[src/hdl/bmsc_defs.svh]
// Constants of the background medium scan controller: page layout,
// reset values, bit positions and time base figures.
// Assumes it is included by bare name from the package and the modules.
`ifndef BMSC_DEFS_SVH
`define BMSC_DEFS_SVH

// ****************************************************************
// Page identity
// ****************************************************************
`define BMSC_PAGE_HEADER 8'hDC
`define BMSC_SUBPAGE 8'h01
`define BMSC_PAGE_LEN 16'h000C

// ****************************************************************
// Byte offsets within the page
// ****************************************************************
`define BMSC_OFS_HEADER 4'h0
`define BMSC_OFS_SUBPAGE 4'h1
`define BMSC_OFS_LEN_HI 4'h2
`define BMSC_OFS_LEN_LO 4'h3
`define BMSC_OFS_SCAN_CTL 4'h4
`define BMSC_OFS_PS_CTL 4'h5
`define BMSC_OFS_INTV_HI 4'h6
`define BMSC_OFS_INTV_LO 4'h7
`define BMSC_OFS_LIMIT_HI 4'h8
`define BMSC_OFS_LIMIT_LO 4'h9
`define BMSC_OFS_IDLE_HI 4'hA
`define BMSC_OFS_IDLE_LO 4'hB
`define BMSC_OFS_SUSP_HI 4'hC
`define BMSC_OFS_SUSP_LO 4'hD

// ****************************************************************
// Bit positions and reset values
// ****************************************************************
`define BMSC_BIT_SCAN_EN 0
`define BMSC_BIT_LOG_UNREC 1
`define BMSC_BIT_SUSP_FULL 2
`define BMSC_BIT_PS_EN 0
`define BMSC_RST_INTERVAL 16'h00A8
`define BMSC_RST_LIMIT 16'h0000
`define BMSC_RST_IDLE 16'h0000
`define BMSC_RST_SUSP 16'h0000

// ****************************************************************
// Time base
// ****************************************************************
`define BMSC_CLK_KHZ 50000
`define BMSC_TICK_MS 50
`define BMSC_HOUR_MS 3600000
`define BMSC_IDLE_ZERO_MS 17'h003E8
`define BMSC_IDLE_FLOOR_MS 17'h00064

`endif

[src/hdl/bmsc_pkg.sv]
// Types shared by the background medium scan controller modules.
// Assumes bmsc_defs.svh is on the include path.
`include "bmsc_defs.svh"

package bmsc_pkg;

	// Live configuration taken from the mode page
	typedef struct packed {
		logic suspend_on_full;
		logic log_unrecovered_only;
		logic medium_scan_enable;
		logic prescan_enable;
		logic [15:0] interval_h;
		logic [15:0] limit_h;
		logic [15:0] idle_ms;
		logic [15:0] suspend_lim;
	} bmsc_cfg_t;

	// Medium error report from the scan engine
	typedef struct packed {
		logic valid;
		logic unrecovered;
	} bmsc_err_t;

	// Pre-scan life cycle
	typedef enum logic [2:0] {
		PS_DISARMED,
		PS_ARMED,
		PS_PENDING,
		PS_RUN,
		PS_SPENT
	} bmsc_ps_state_t;

endpackage

[src/hdl/bmsc_tick.sv]
// Time base of the scan controller: a 50 ms tick and an hour pulse
// derived from that tick. Assumes a free running clock.
`timescale 1ns/1ps
`default_nettype none
`include "bmsc_defs.svh"

module bmsc_tick #(
	parameter int TICK_CYCLES = `BMSC_TICK_MS * `BMSC_CLK_KHZ,
	parameter int TICKS_PER_HOUR = `BMSC_HOUR_MS / `BMSC_TICK_MS
) (
	input wire logic clk_in,
	input wire logic rst_in,
	output logic tick_out,
	output logic hour_out
);

	logic [31:0] cyc_q;
	logic [31:0] tck_q;
	logic cyc_end;
	logic hr_end;

	// Wrap points of both counters
	assign cyc_end = (cyc_q == 32'(TICK_CYCLES - 1));
	assign hr_end = cyc_end && (tck_q == 32'(TICKS_PER_HOUR - 1));

	// ****************************************************************
	// Counters
	// ****************************************************************
	// Hours come from ticks so both scales share one base
	always_ff @(posedge clk_in or posedge rst_in) begin
		if (rst_in) begin
			cyc_q <= 32'h00000000;
			tck_q <= 32'h00000000;
			tick_out <= 1'b0;
			hour_out <= 1'b0;
		end else begin
			cyc_q <= cyc_end ? 32'h00000000 : cyc_q + 32'h00000001;
			if (cyc_end) begin
				tck_q <= hr_end ? 32'h00000000 : tck_q + 32'h00000001;
			end
			tick_out <= cyc_end;
			hour_out <= hr_end;
		end
	end

endmodule
`default_nettype wire

[src/hdl/bmsc_top.sv]
// Background medium scan controller: mode page storage, scan and
// pre-scan scheduling, idle qualification and results log filtering.
// Assumes the scan engine keeps its own position while run is low,
// and that idle and power cycle levels arrive from outside the clock.
//
// Notes on behaviour
// RL1: Page reads back code 1Ch with subpage flag, subpage 01h, length 0Ch.
// RL2: With suspend-on-full set, a full results log pauses medium scanning.
// RL3: With unrecovered-only set, only unrecovered medium errors reach the log.
// RL4: Medium scan runs only while its enable bit is one.
// RL5: Clearing scan enable suspends the pass; setting it resumes in place.
// RL6: Clearing pre-scan enable while a pre-scan runs halts it.
// RL7: Pre-scan enable arms a pre-scan that starts after the next power cycle.
// RL8: After completion, pre-scan needs enable toggled and another power cycle.
// RL9: Scan starts are at least the programmed hours apart, default 00A8h.
// RL10: Pre-scan running past the programmed hour limit is halted.
// RL11: A zero pre-scan limit never halts on time.
// RL12: Scanning resumes only after the programmed idle time has passed; the free running tick can let it resume up to one tick early.
// RL13: Zero idle time is treated as one second.
// RL14: Nonzero idle time under 100 ms is raised to 100 ms.
// RL15: Idle time is measured with a 50 ms tick.
// RL16: Maximum suspend time is stored and read back but ignored.
// RL17: Two-byte fields are big endian, high byte at lower offset.
// RL18: Hour counters run from the same tick as the idle timer.
`timescale 1ns/1ps
`default_nettype none
`include "bmsc_defs.svh"

module bmsc_top #(
	parameter int TICK_CYCLES = `BMSC_TICK_MS * `BMSC_CLK_KHZ,
	parameter int TICKS_PER_HOUR = `BMSC_HOUR_MS / `BMSC_TICK_MS
) (
	input wire logic clk_in,
	input wire logic rst_in,
	input wire logic [3:0] pg_addr_in,
	input wire logic pg_wr_in,
	input wire logic [7:0] pg_wdata_in,
	output logic [7:0] pg_rdata_out,
	input wire logic drive_idle_in,
	input wire logic power_cycle_in,
	input wire logic log_full_in,
	input wire logic scan_done_in,
	input wire logic prescan_done_in,
	input wire bmsc_pkg::bmsc_err_t err_in,
	output logic scan_run_out,
	output logic scan_active_out,
	output logic prescan_run_out,
	output logic prescan_halt_out,
	output logic log_write_out
);

	// ****************************************************************
	// Page storage
	// ****************************************************************
	bmsc_pkg::bmsc_cfg_t cfg_q;

	// Merge one written byte into a big endian 16-bit field
	function automatic logic [15:0] put_byte(input logic [15:0] cur, input logic hi, input logic [7:0] b);
		put_byte = hi ? {b, cur[7:0]} : {cur[15:8], b};
	endfunction

	logic wr_scan_ctl;
	logic wr_ps_ctl;
	logic wr_intv;
	logic wr_limit;
	logic wr_idle;
	logic wr_susp;

	// Write decode; header, subpage, length and tail are read only
	assign wr_scan_ctl = pg_wr_in && (pg_addr_in == `BMSC_OFS_SCAN_CTL);
	assign wr_ps_ctl = pg_wr_in && (pg_addr_in == `BMSC_OFS_PS_CTL);
	assign wr_intv = pg_wr_in && (pg_addr_in[3:1] == 3'(`BMSC_OFS_INTV_HI >> 1));
	assign wr_limit = pg_wr_in && (pg_addr_in[3:1] == 3'(`BMSC_OFS_LIMIT_HI >> 1));
	assign wr_idle = pg_wr_in && (pg_addr_in[3:1] == 3'(`BMSC_OFS_IDLE_HI >> 1));
	assign wr_susp = pg_wr_in && (pg_addr_in[3:1] == 3'(`BMSC_OFS_SUSP_HI >> 1));

	logic hi_byte;
	assign hi_byte = ~pg_addr_in[0];

	// Config registers; writes take effect on the next cycle
	always_ff @(posedge clk_in or posedge rst_in) begin
		if (rst_in) begin
			cfg_q.suspend_on_full <= 1'b0;
			cfg_q.log_unrecovered_only <= 1'b0;
			cfg_q.medium_scan_enable <= 1'b0;
			cfg_q.prescan_enable <= 1'b0;
			cfg_q.interval_h <= `BMSC_RST_INTERVAL;
			cfg_q.limit_h <= `BMSC_RST_LIMIT;
			cfg_q.idle_ms <= `BMSC_RST_IDLE;
			cfg_q.suspend_lim <= `BMSC_RST_SUSP;
		end else begin
			if (wr_scan_ctl) begin
				cfg_q.suspend_on_full <= pg_wdata_in[`BMSC_BIT_SUSP_FULL];
				cfg_q.log_unrecovered_only <= pg_wdata_in[`BMSC_BIT_LOG_UNREC];
				cfg_q.medium_scan_enable <= pg_wdata_in[`BMSC_BIT_SCAN_EN];
			end
			if (wr_ps_ctl) begin
				cfg_q.prescan_enable <= pg_wdata_in[`BMSC_BIT_PS_EN];
			end
			// RL17: high byte first
			if (wr_intv) begin
				cfg_q.interval_h <= put_byte(cfg_q.interval_h, hi_byte, pg_wdata_in);
			end
			if (wr_limit) begin
				cfg_q.limit_h <= put_byte(cfg_q.limit_h, hi_byte, pg_wdata_in);
			end
			if (wr_idle) begin
				cfg_q.idle_ms <= put_byte(cfg_q.idle_ms, hi_byte, pg_wdata_in);
			end
			// RL16: stored only
			if (wr_susp) begin
				cfg_q.suspend_lim <= put_byte(cfg_q.suspend_lim, hi_byte, pg_wdata_in);
			end
		end
	end

	// ****************************************************************
	// Page read
	// ****************************************************************
	logic [7:0] rd_mux;

	// RL1: fixed identity bytes
	always_comb begin
		case (pg_addr_in)
			`BMSC_OFS_HEADER: rd_mux = `BMSC_PAGE_HEADER;
			`BMSC_OFS_SUBPAGE: rd_mux = `BMSC_SUBPAGE;
			`BMSC_OFS_LEN_HI: rd_mux = 8'(`BMSC_PAGE_LEN >> 8);
			`BMSC_OFS_LEN_LO: rd_mux = 8'(`BMSC_PAGE_LEN);
			`BMSC_OFS_SCAN_CTL: rd_mux = {5'h00, cfg_q.suspend_on_full, cfg_q.log_unrecovered_only,
				cfg_q.medium_scan_enable};
			`BMSC_OFS_PS_CTL: rd_mux = {7'h00, cfg_q.prescan_enable};
			`BMSC_OFS_INTV_HI: rd_mux = cfg_q.interval_h[15:8];
			`BMSC_OFS_INTV_LO: rd_mux = cfg_q.interval_h[7:0];
			`BMSC_OFS_LIMIT_HI: rd_mux = cfg_q.limit_h[15:8];
			`BMSC_OFS_LIMIT_LO: rd_mux = cfg_q.limit_h[7:0];
			`BMSC_OFS_IDLE_HI: rd_mux = cfg_q.idle_ms[15:8];
			`BMSC_OFS_IDLE_LO: rd_mux = cfg_q.idle_ms[7:0];
			`BMSC_OFS_SUSP_HI: rd_mux = cfg_q.suspend_lim[15:8];
			`BMSC_OFS_SUSP_LO: rd_mux = cfg_q.suspend_lim[7:0];
			default: rd_mux = 8'h00;
		endcase
	end

	// ****************************************************************
	// Pin synchronisers
	// ****************************************************************
	logic idle_s1_q;
	logic idle_s2_q;
	logic pwr_s1_q;
	logic pwr_s2_q;
	logic pwr_s3_q;
	logic pwr_rise;

	// Second flop is the only reader of the first
	always_ff @(posedge clk_in or posedge rst_in) begin
		if (rst_in) begin
			idle_s1_q <= 1'b0;
			idle_s2_q <= 1'b0;
			pwr_s1_q <= 1'b0;
			pwr_s2_q <= 1'b0;
			pwr_s3_q <= 1'b0;
		end else begin
			idle_s1_q <= drive_idle_in;
			idle_s2_q <= idle_s1_q;
			pwr_s1_q <= power_cycle_in;
			pwr_s2_q <= pwr_s1_q;
			pwr_s3_q <= pwr_s2_q;
		end
	end

	assign pwr_rise = pwr_s2_q & ~pwr_s3_q;

	// ****************************************************************
	// Time base and idle qualification
	// ****************************************************************
	logic tick;
	logic hour;

	// RL15: 50 ms tick
	// RL18: hours counted off the same tick
	bmsc_tick #(
		.TICK_CYCLES(TICK_CYCLES),
		.TICKS_PER_HOUR(TICKS_PER_HOUR)
	) i_bmsc_tick (
		.clk_in(clk_in),
		.rst_in(rst_in),
		.tick_out(tick),
		.hour_out(hour)
	);

	logic [16:0] idle_eff_ms;
	logic [16:0] idle_thr;
	logic [15:0] idle_cnt_q;
	logic idle_ok;

	// RL13: zero means one second
	// RL14: floor of 100 ms
	assign idle_eff_ms = (cfg_q.idle_ms == 16'h0000) ? `BMSC_IDLE_ZERO_MS :
		({1'b0, cfg_q.idle_ms} < `BMSC_IDLE_FLOOR_MS) ? `BMSC_IDLE_FLOOR_MS : {1'b0, cfg_q.idle_ms};
	// Round up to whole ticks; the free running tick can still cut the wait short by up to one tick
	assign idle_thr = 17'((idle_eff_ms + 17'(`BMSC_TICK_MS - 1)) / 17'(`BMSC_TICK_MS));
	// RL12: idle long enough
	assign idle_ok = ({1'b0, idle_cnt_q} >= idle_thr);

	// Idle counter restarts on any host activity, saturates
	always_ff @(posedge clk_in or posedge rst_in) begin
		if (rst_in) begin
			idle_cnt_q <= 16'h0000;
		end else if (!idle_s2_q) begin
			idle_cnt_q <= 16'h0000;
		end else if (tick && idle_cnt_q != 16'hFFFF) begin
			idle_cnt_q <= idle_cnt_q + 16'h0001;
		end
	end

	// ****************************************************************
	// Pre-scan life cycle
	// ****************************************************************
	bmsc_pkg::bmsc_ps_state_t ps_q;
	bmsc_pkg::bmsc_ps_state_t ps_d;
	logic [16:0] ps_hours_q;
	logic ps_over;
	logic ps_halt_d;

	// RL10: limit exceeded
	// Strict compare: the first hour pulse may come right after entry
	// RL11: zero limit never expires
	assign ps_over = (cfg_q.limit_h != 16'h0000) && (ps_hours_q > {1'b0, cfg_q.limit_h});

	always_comb begin
		ps_d = ps_q;
		ps_halt_d = 1'b0;
		case (ps_q)
			bmsc_pkg::PS_DISARMED: begin
				// RL7: arm, wait for power cycle
				if (cfg_q.prescan_enable) begin
					ps_d = bmsc_pkg::PS_ARMED;
				end
			end
			bmsc_pkg::PS_ARMED: begin
				if (!cfg_q.prescan_enable) begin
					ps_d = bmsc_pkg::PS_DISARMED;
				end else if (pwr_rise) begin
					ps_d = bmsc_pkg::PS_PENDING;
				end
			end
			bmsc_pkg::PS_PENDING: begin
				if (!cfg_q.prescan_enable) begin
					ps_d = bmsc_pkg::PS_DISARMED;
				end else if (idle_ok) begin
					ps_d = bmsc_pkg::PS_RUN;
				end
			end
			bmsc_pkg::PS_RUN: begin
				// RL6: disable halts a running pre-scan
				if (!cfg_q.prescan_enable) begin
					ps_d = bmsc_pkg::PS_DISARMED;
					ps_halt_d = 1'b1;
				end else if (prescan_done_in) begin
					ps_d = bmsc_pkg::PS_SPENT;
				end else if (ps_over) begin
					ps_d = bmsc_pkg::PS_SPENT;
					ps_halt_d = 1'b1;
				end
			end
			bmsc_pkg::PS_SPENT: begin
				// RL8: only a disable then enable re-arms
				if (!cfg_q.prescan_enable) begin
					ps_d = bmsc_pkg::PS_DISARMED;
				end
			end
			default: begin
				ps_d = bmsc_pkg::PS_DISARMED;
			end
		endcase
	end

	// Pre-scan state and its elapsed hours, counted suspended or not
	always_ff @(posedge clk_in or posedge rst_in) begin
		if (rst_in) begin
			ps_q <= bmsc_pkg::PS_DISARMED;
			ps_hours_q <= 17'h00000;
		end else begin
			ps_q <= ps_d;
			if (ps_q != bmsc_pkg::PS_RUN) begin
				ps_hours_q <= 17'h00000;
			end else if (hour && ps_hours_q != 17'h1FFFF) begin
				ps_hours_q <= ps_hours_q + 17'h00001;
			end
		end
	end

	// ****************************************************************
	// Medium scan scheduling
	// ****************************************************************
	logic [16:0] since_start_q;
	logic scan_act_q;
	logic scan_start;
	logic scan_run_d;
	logic ps_run_d;
	logic log_blocked;

	// RL2: full log pauses only when asked
	assign log_blocked = cfg_q.suspend_on_full & log_full_in;
	// RL9: interval since last start elapsed
	// RL4: enable required
	// Strict compare: the first hour pulse after a start may come at once
	assign scan_start = !scan_act_q && cfg_q.medium_scan_enable && idle_ok &&
		(since_start_q > {1'b0, cfg_q.interval_h}) && (ps_d != bmsc_pkg::PS_RUN);
	// RL5: active pass held while disabled, resumes from engine position
	// Gated by next pre-scan state so both engines never advance together
	assign scan_run_d = (scan_act_q || scan_start) && cfg_q.medium_scan_enable && idle_ok &&
		!log_blocked && (ps_d != bmsc_pkg::PS_RUN) && !scan_done_in;
	// RL12: pre-scan also waits for idle
	assign ps_run_d = (ps_d == bmsc_pkg::PS_RUN) && idle_ok;

	// Pass tracking; counter starts from power-up at zero hours
	always_ff @(posedge clk_in or posedge rst_in) begin
		if (rst_in) begin
			scan_act_q <= 1'b0;
			since_start_q <= 17'h00000;
		end else begin
			if (scan_start) begin
				scan_act_q <= 1'b1;
			end else if (scan_done_in) begin
				scan_act_q <= 1'b0;
			end
			if (scan_start) begin
				since_start_q <= 17'h00000;
			end else if (hour && since_start_q != 17'h1FFFF) begin
				since_start_q <= since_start_q + 17'h00001;
			end
		end
	end

	// ****************************************************************
	// Registered outputs
	// ****************************************************************
	always_ff @(posedge clk_in or posedge rst_in) begin
		if (rst_in) begin
			pg_rdata_out <= 8'h00;
			scan_run_out <= 1'b0;
			scan_active_out <= 1'b0;
			prescan_run_out <= 1'b0;
			prescan_halt_out <= 1'b0;
			log_write_out <= 1'b0;
		end else begin
			pg_rdata_out <= rd_mux;
			scan_run_out <= scan_run_d;
			scan_active_out <= (scan_act_q & ~scan_done_in) | scan_start; // Drops with done
			prescan_run_out <= ps_run_d;
			prescan_halt_out <= ps_halt_d;
			// RL3: filter recovered errors
			log_write_out <= err_in.valid & (~cfg_q.log_unrecovered_only | err_in.unrecovered);
		end
	end

endmodule
`default_nettype wire

[config.mk]
export PLATFORM = sky130hd
export DESIGN_NAME = bmsc_top
export DESIGN_NICKNAME = d
export VERILOG_FILES = /design/src/hdl/bmsc_pkg.sv /design/src/hdl/bmsc_tick.sv /design/src/hdl/bmsc_top.sv
export VERILOG_INCLUDE_DIRS = /design/src /design/src/hdl
export SDC_FILE = /design/constraint.sdc
export NUM_CORES = 1
export LEC_CHECK = 0
export BUFFER_PORTS_ARGS = -buffer_cell sky130_fd_sc_hd__buf_2
export CAP_MARGIN = 20
export CORE_MARGIN = 4
export CORE_UTILIZATION = 46
export CTS_BUF_LIST = sky130_fd_sc_hd__clkbuf_8
export DETAILED_ROUTE_END_ITERATION = 10
export PLACE_DENSITY = 0.71
export SLEW_MARGIN = 20
export SYNTH_ARGS = -nofsm -noshare
export SYNTH_HDL_FRONTEND = slang
export SYNTH_SLANG_ARGS = --single-unit
[constraint.sdc]
create_clock -name clk_in -period 20.1 [get_ports clk_in]
set_clock_uncertainty 0.05 [all_clocks]
set_input_delay 4.02 -clock clk_in [delete_from_list [all_inputs] [get_ports clk_in]]
set_output_delay 4.02 -clock clk_in [all_outputs]
set_load 0.01 [all_outputs]
[Word-level counts from Yosys, hierarchy flattened]
Cells that the tools add are included.
Word-level totals
  register bits after elaboration: 206
  bits of input ports: 22
  output and inout port bits: 13
  logic and storage cells: 149
Cells by class
  add/subtract/negate cells: 6
  div/mod/pow operators: 1
  $lt $le $gt $ge: 4
  eq/ne operators: 29
  mux-type cells: 27
  bitwise gates (word level): 10
  reductions and logical operators: 40
Operators by type and width (count)
  8-bit case mux with 13 select lines: 1
  17-bit two-way mux: 4
  32-bit by 1-bit adder with 32-bit output (second input constant): 2
  16-bit two-way mux: 4
  32-bit two-way mux: 2
  17-bit by 1-bit adder with 17-bit output (second input constant): 2
  17-bit by 16-bit greater-than comparator with 1-bit output: 2
  17-bit inequality test (second input constant): 2
  32-bit by 17-bit equality test with 1-bit output (second input constant): 1
  32-bit by 22-bit equality test with 1-bit output (second input constant): 1
  3-bit two-way mux: 9
  4-bit equality test (second input constant): 6
  1-bit logical AND: 21
  16-bit by 6-bit adder with 17-bit output (second input constant): 1
  17-bit by 6-bit divider with 17-bit output (second input constant): 1
  16-bit by 17-bit >= comparator with 1-bit output: 1
  16-bit by 1-bit adder with 16-bit output (second input constant): 1
  4-bit by 3-bit equality test with 1-bit output (second input constant): 4
  16-bit zero test: 1
  16-bit by 7-bit < comparator with 1-bit output (second input constant): 1
  16-bit inequality test (second input constant): 1
  2-bit AND reduction: 8
  16-bit nonzero test: 1
  3-bit case mux with 5 select lines: 1
  16 further kinds: 39

[Depth between registers and ports, before layout]
  word-level depth: 17
  mapped depth: 60
  mapped depth without buffers: 54

[By module]
A second synthesis with hierarchy kept.
Second synthesis, totals
  cells, all modules: 1498
  area total of the unflattened synthesis: 13868.3 um^2
By module, submodules not included
  bmsc_top: instances 1, cells an instance 1186, area an instance 10505.1 um^2, seq. area each 3507.1 um^2
  bmsc_tick: instances 1, cells an instance 312, area an instance 3363.2 um^2, seq. area each 1651.6 um^2

[Worst setup path before layout]
OpenSTA, ideal clock, no wires.
  path kind: register to register
  start: register cfg_q[26] (netlist bit)
  end: register since_start_q[0]
  library setup time: 132 ps
  arrival time: 10588 ps
  required time: 19918 ps
  slack: 9330 ps
  stages on the path, launching flop included: 56
  buffers on the path: 4
  clock period less this slack: 10770 ps
  cells stage by stage: dfrtp_1 -> buf_4 -> nor4_2 -> o2111a_1 -> clkbuf_1 -> nor2b_1 -> ha_1 -> a311o_4 -> and2_4 -> and4bb_1 -> a211o_1 -> o21ai_2 -> o21a_1 -> a211o_1 -> or2_1 -> a221oi_4 -> o311a_1 -> mux2i_1 -> (+20 left out) -> nand2b_1 -> a21oi_1 -> nor2b_1 -> o21ai_0 -> nand2b_1 -> a21oi_1 -> nor2b_1 -> o21ai_0 -> nand2b_1 -> a21oi_1 -> nor2b_1 -> o21ai_0 -> nand2_1 -> o2111ai_1 -> nor2b_1 -> clkbuf_1 -> clkbuf_1 -> nor2_1
Between the ends
  cells in the longest elaborated chain, start to end: 12
  elaborated cells between the ends (all ways): 16
  classes of those cells: add/sub: 1; div: 1; order compare: 2; eq/ne: 1; mux: 6; reduce/logical: 5
Ends and longest elaborated chain
  start, declared: line bmsc_top.sv:55  | bmsc_pkg::bmsc_cfg_t cfg_q;
  16-bit by 7-bit < comparator with 1-bit output (no source line)
  16-bit two-way mux: line bmsc_top.sv:199  | ({1'b0, cfg_q.idle_ms} < `BMSC_IDLE_FLOOR_MS) ? `BMSC_IDLE_FLOOR_MS : {1'b0, cfg_q.idle_ms};
  16-bit two-way mux *: line bmsc_top.sv:198  | assign idle_eff_ms = (cfg_q.idle_ms == 16'h0000) ? `BMSC_IDLE_ZERO_MS :
  16-bit by 6-bit adder with 17-bit output *: line bmsc_top.sv:201  | assign idle_thr = 17'((idle_eff_ms + 17'(`BMSC_TICK_MS - 1)) / 17'(`BMSC_TICK_MS));
  17-bit by 6-bit divider with 17-bit output *: line bmsc_top.sv:201
  16-bit by 17-bit >= comparator with 1-bit output *: line bmsc_top.sv:203  | assign idle_ok = ({1'b0, idle_cnt_q} >= idle_thr);
  3-bit two-way mux: line bmsc_top.sv:250  | end else if (idle_ok) begin
  3-bit two-way mux: line bmsc_top.sv:248  | if (!cfg_q.prescan_enable) begin
  3-bit case mux with 5 select lines: line bmsc_top.sv:233  | case (ps_q)
  3-bit by 2-bit inequality test with 1-bit output: line bmsc_top.sv:309  | (since_start_q > {1'b0, cfg_q.interval_h}) && (ps_d != bmsc_pkg::PS_RUN);
  1-bit logical AND *: line bmsc_top.sv:309
  17-bit two-way mux / 2-bit nonzero test (equally long branches)
  end signal, assigned: line bmsc_top.sv:331  | since_start_q <= since_start_q + 17'h00001;
  end, declared: line bmsc_top.sv:296  | logic [16:0] since_start_q;
Mark *: on every way between the ends. The rest lies on a longest branch, timed or not.
A chain may end at the register's enable or synchronous reset.

[Worst setup path after layout]
  start: register cfg_q[26] (netlist bit)
  end: register since_start_q[8]
Same word-level chain as after synthesis.

==> run metrics <==
Critical Path Stages=51; Slew @ Worst Pin=1.07 ns; FF+latch area=5160 µm²; DRT iter0 DRCs=1043; EDFF count, synth=0; initial core utilization=0.467; layout-stage area growth over the synthesis result=8.76%; Largest stage delay, worst path=0.60 ns; dpl hpwl=23.1 mm; TritonCTS clock tree=built; cell with the largest stage delay on the worst path=o221ai_2; fraction of final layout cells sized beyond drive strength 1=0.135; type of origin of the critical path=flip-flop; capturing element of the worst setup path=since_start_q[8]; RSZ-0062 raised after global routing=false; Post-Synthesis Cell Area=13400 µm²; diode count=0; Inserted Clock Buffers=37; global placer's final weighted congestion=0.936; Max Fclk=0.0832 GHz; number of standard cells after synthesis=1448; Filler Cells Inserted=2632; # setup viols final=0; hold violation total from the final report=0; number of antenna violations at the first check in global routing=0; Final TNS setup=0 ns; top-area cell type share of the netlist area=0.378; Boundary Pins=35; Crit Path Class=reg2reg; most common cell type on the critical path=nor2b_1; via count of the first global-routing pass=10500; maximum VDD drop=0.272 mV; clock-pin slew on the worst setup and hold paths=0.06 ns; post-detailed-route wirelength per cell=17.3 µm; data arrival time at the worst-slack endpoint=12.37 ns; number of rows in the core area=62; reg2reg path depth=51; floorplan die height=179 µm; total iterations of the first detailed-routing run=5; leakage power summed over all cells=6.37 nW; DR vias=11100; finished layout cell area=14600 µm²; FFs w/ async S/R, synth=1.00; post-route DRC violation count=0; FF-to-FF setup slack=8.08 ns; Worst Path Buf+Inv=2; Syn. warnings=0; number of unique standard cell types used by synthesis=111; cell with the most instances after synthesis=dfrtp_1; number of gates given a new drive strength after cts=0; commonest cells in the synthesized netlist=dfrtp_1, nand2_1, nor2_1; cell taking the most area after synthesis=dfrtp_1; start point of the critical path=cfg_q[26]; Slew Limit Fails=0; number of clock sinks=206; critical path capture point type=flip-flop; Final nets=1548; critical path data required time=20.44 ns; buffer type at the clock tree root=clkbuf_8; count of buffers from port buffering=34; Floorplan Core Area=28800 µm²; synthesized area divided by synthesized cell count=9.28 µm²; sequential share of the synthesized area=0.384; Worst path top cell family by delay=compound AO/OA/AOI/OAI gates; setup repair bufs after CTS=0; Vias/cell=5.87; outcome=finished, final reports clean; Die Outline Area=32000 µm²; GRT Total Usage=0.205; time the worst path needs with I/O delays and setup=12.02 ns; register bit count reported by yosys=206; crit-path max FO=19; final cycle utilization of the critical path=0.598; antenna viol nets, final=0; power per cell area=188 nW/µm²; cell total after placement=1817; Layout Utilization=0.508; Max transition margin=0.286; Hold WC Path Type=reg2reg; area of the multi-input gates=7810 µm²; maximum level of the CTS H-tree=2; maximum number of pins on one net before global-route repair=129; worst skew pair latency=0.53 ns; total cell area at the placement stage=13900 µm²; die extent in x=179 µm; Cell Count, Final, Fillers Out=1882; aggregate global routing overflow=0; R2R Path Start=cfg_q[26]; most used flip-flop cell after synthesis=dfrtp_1; reg2reg end=since_start_q[8]; first-pass GRT wire length=54.1 mm; Max Cap Viol=0; Post-Syn Nets=1524; dominant cells by area after synthesis=dfrtp_1, xnor2_1, ha_1, mux2_2, nand2_1; number of buffers added to fix hold violations after cts=0; Total Routed Length=32.5 mm; maximum number of buffers from clock root to sink=3
-- per-stage QoR --
stage	setup slack [ns]	power, mW	hold slack [ns]
floorplan	9.33	2.02	0.281
global placement	8.26	2.30	0.304
detailed placement	7.77	2.33	0.304
CTS	7.75	2.72	0.318
global route	6.93	2.98	0.333
finish	8.08	2.75	0.321
-- cells by family (layout without fill, tap and decap cells) --
family                   Yosys count  in the layout  share of synthesized area
AND/OR/NAND/NOR                  561            561                      0.213
AO/OA/AOI/OAI                    319            319                      0.174
flip-flops                       206            206                      0.384
XOR/XNOR                         122            122                     0.0832
buffers and inverters            115            165                     0.0355
multiplexers                      67             67                     0.0562
adder cells (fa/ha/maj)           58             58                     0.0535
-- state kept, by name (all words and copies together) (netlist names), 3 cells and up --
name	cells
ps_hours_q	17
pg_rdata_out	8
i_bmsc_tick.tck_q	32
since_start_q	17
idle_cnt_q	16
i_bmsc_tick.cyc_q	32
ps_q	3
cfg_q	68
-- cell type report --
cell class              count  share of cell area
multi-input cells        1127               0.535
flip-flops and latches    206               0.353
clock buffers              43              0.0405
well taps                 384              0.0329
inverters                  61              0.0165
repair buffers             39              0.0145
clock inverters            22             0.00796
-- worst register-to-register path, delay by kind of cell, from the launching register on --
kind,cells,cell delay [ns]
AO/OA/AOI/OAI,23,6.28
XOR/XNOR,3,0.78
adder cells (fa/ha/maj),2,0.46
buffers and inverters,2,0.35
flip-flops,1,0.53
multiplexers,1,0.26
AND/OR/NAND/NOR,20,3.21
-- layer usage --
layer / track usage / share of wire / up-vias / routed length [µm]
met5: 0 / 0 / - / 0
met4: 0.0630 / 0.020 / 0 / 663
met3: 0.0308 / 0.051 / 47 / 1670
met2: 0.318 / 0.45 / 293 / 14700
met1: 0.298 / 0.47 / 5395 / 15400
li1: - / - / 5316 / -
-- cell usage in the layout, fill, tap and decap left out, types with 9 or more instances in the layout --
| master | instances |
|---|---|
| dfrtp_1 | 203 |
| nand2_1 | 138 |
| nor2_1 | 123 |
| o21ai_0 | 87 |
| xnor2_1 | 79 |
| inv_1 | 75 |
| nand3_1 | 70 |
| ha_1 | 54 |
| mux2_2 | 48 |
| a21oi_1 | 46 |
| clkbuf_8 | 43 |
| xor2_1 | 38 |
| nand4_1 | 37 |
| buf_2 | 34 |
| and3_1 | 28 |
| nor2b_1 | 23 |
| nor3_1 | 23 |
| mux2i_1 | 17 |
| or3_1 | 17 |
| and2_1 | 17 |
| nor4_1 | 16 |
| o21a_1 | 15 |
| a21o_1 | 15 |
| a211oi_1 | 15 |
| o211ai_1 | 12 |
| nand2b_1 | 11 |
| o2111ai_1 | 9 |
| or2_2 | 9 |
| a21boi_0 | 9 |
-- worst min path at each step --
stage | start | to | slack [ns] | depth (start not counted)
2_1_floorplan | idle_s1_q | idle_s2_q | 0.28 | 0
3_3_place_gp | idle_s1_q | idle_s2_q | 0.30 | 0
3_5_place_dp | idle_s1_q | idle_s2_q | 0.30 | 0
4_1_cts | idle_s1_q | idle_s2_q | 0.32 | 0
5_1_grt | idle_s1_q | idle_s2_q | 0.33 | 0
6_report | idle_s1_q | idle_s2_q | 0.32 | 0
-- power by group --
part	leakage, nW	switching, mW	internal, mW
Combinational	3.23	1.13	0.740
Clock	0.426	0.170	0.207
Sequential	2.71	0.0442	0.452
No activity file was read; power rests on OpenSTA's default activity.
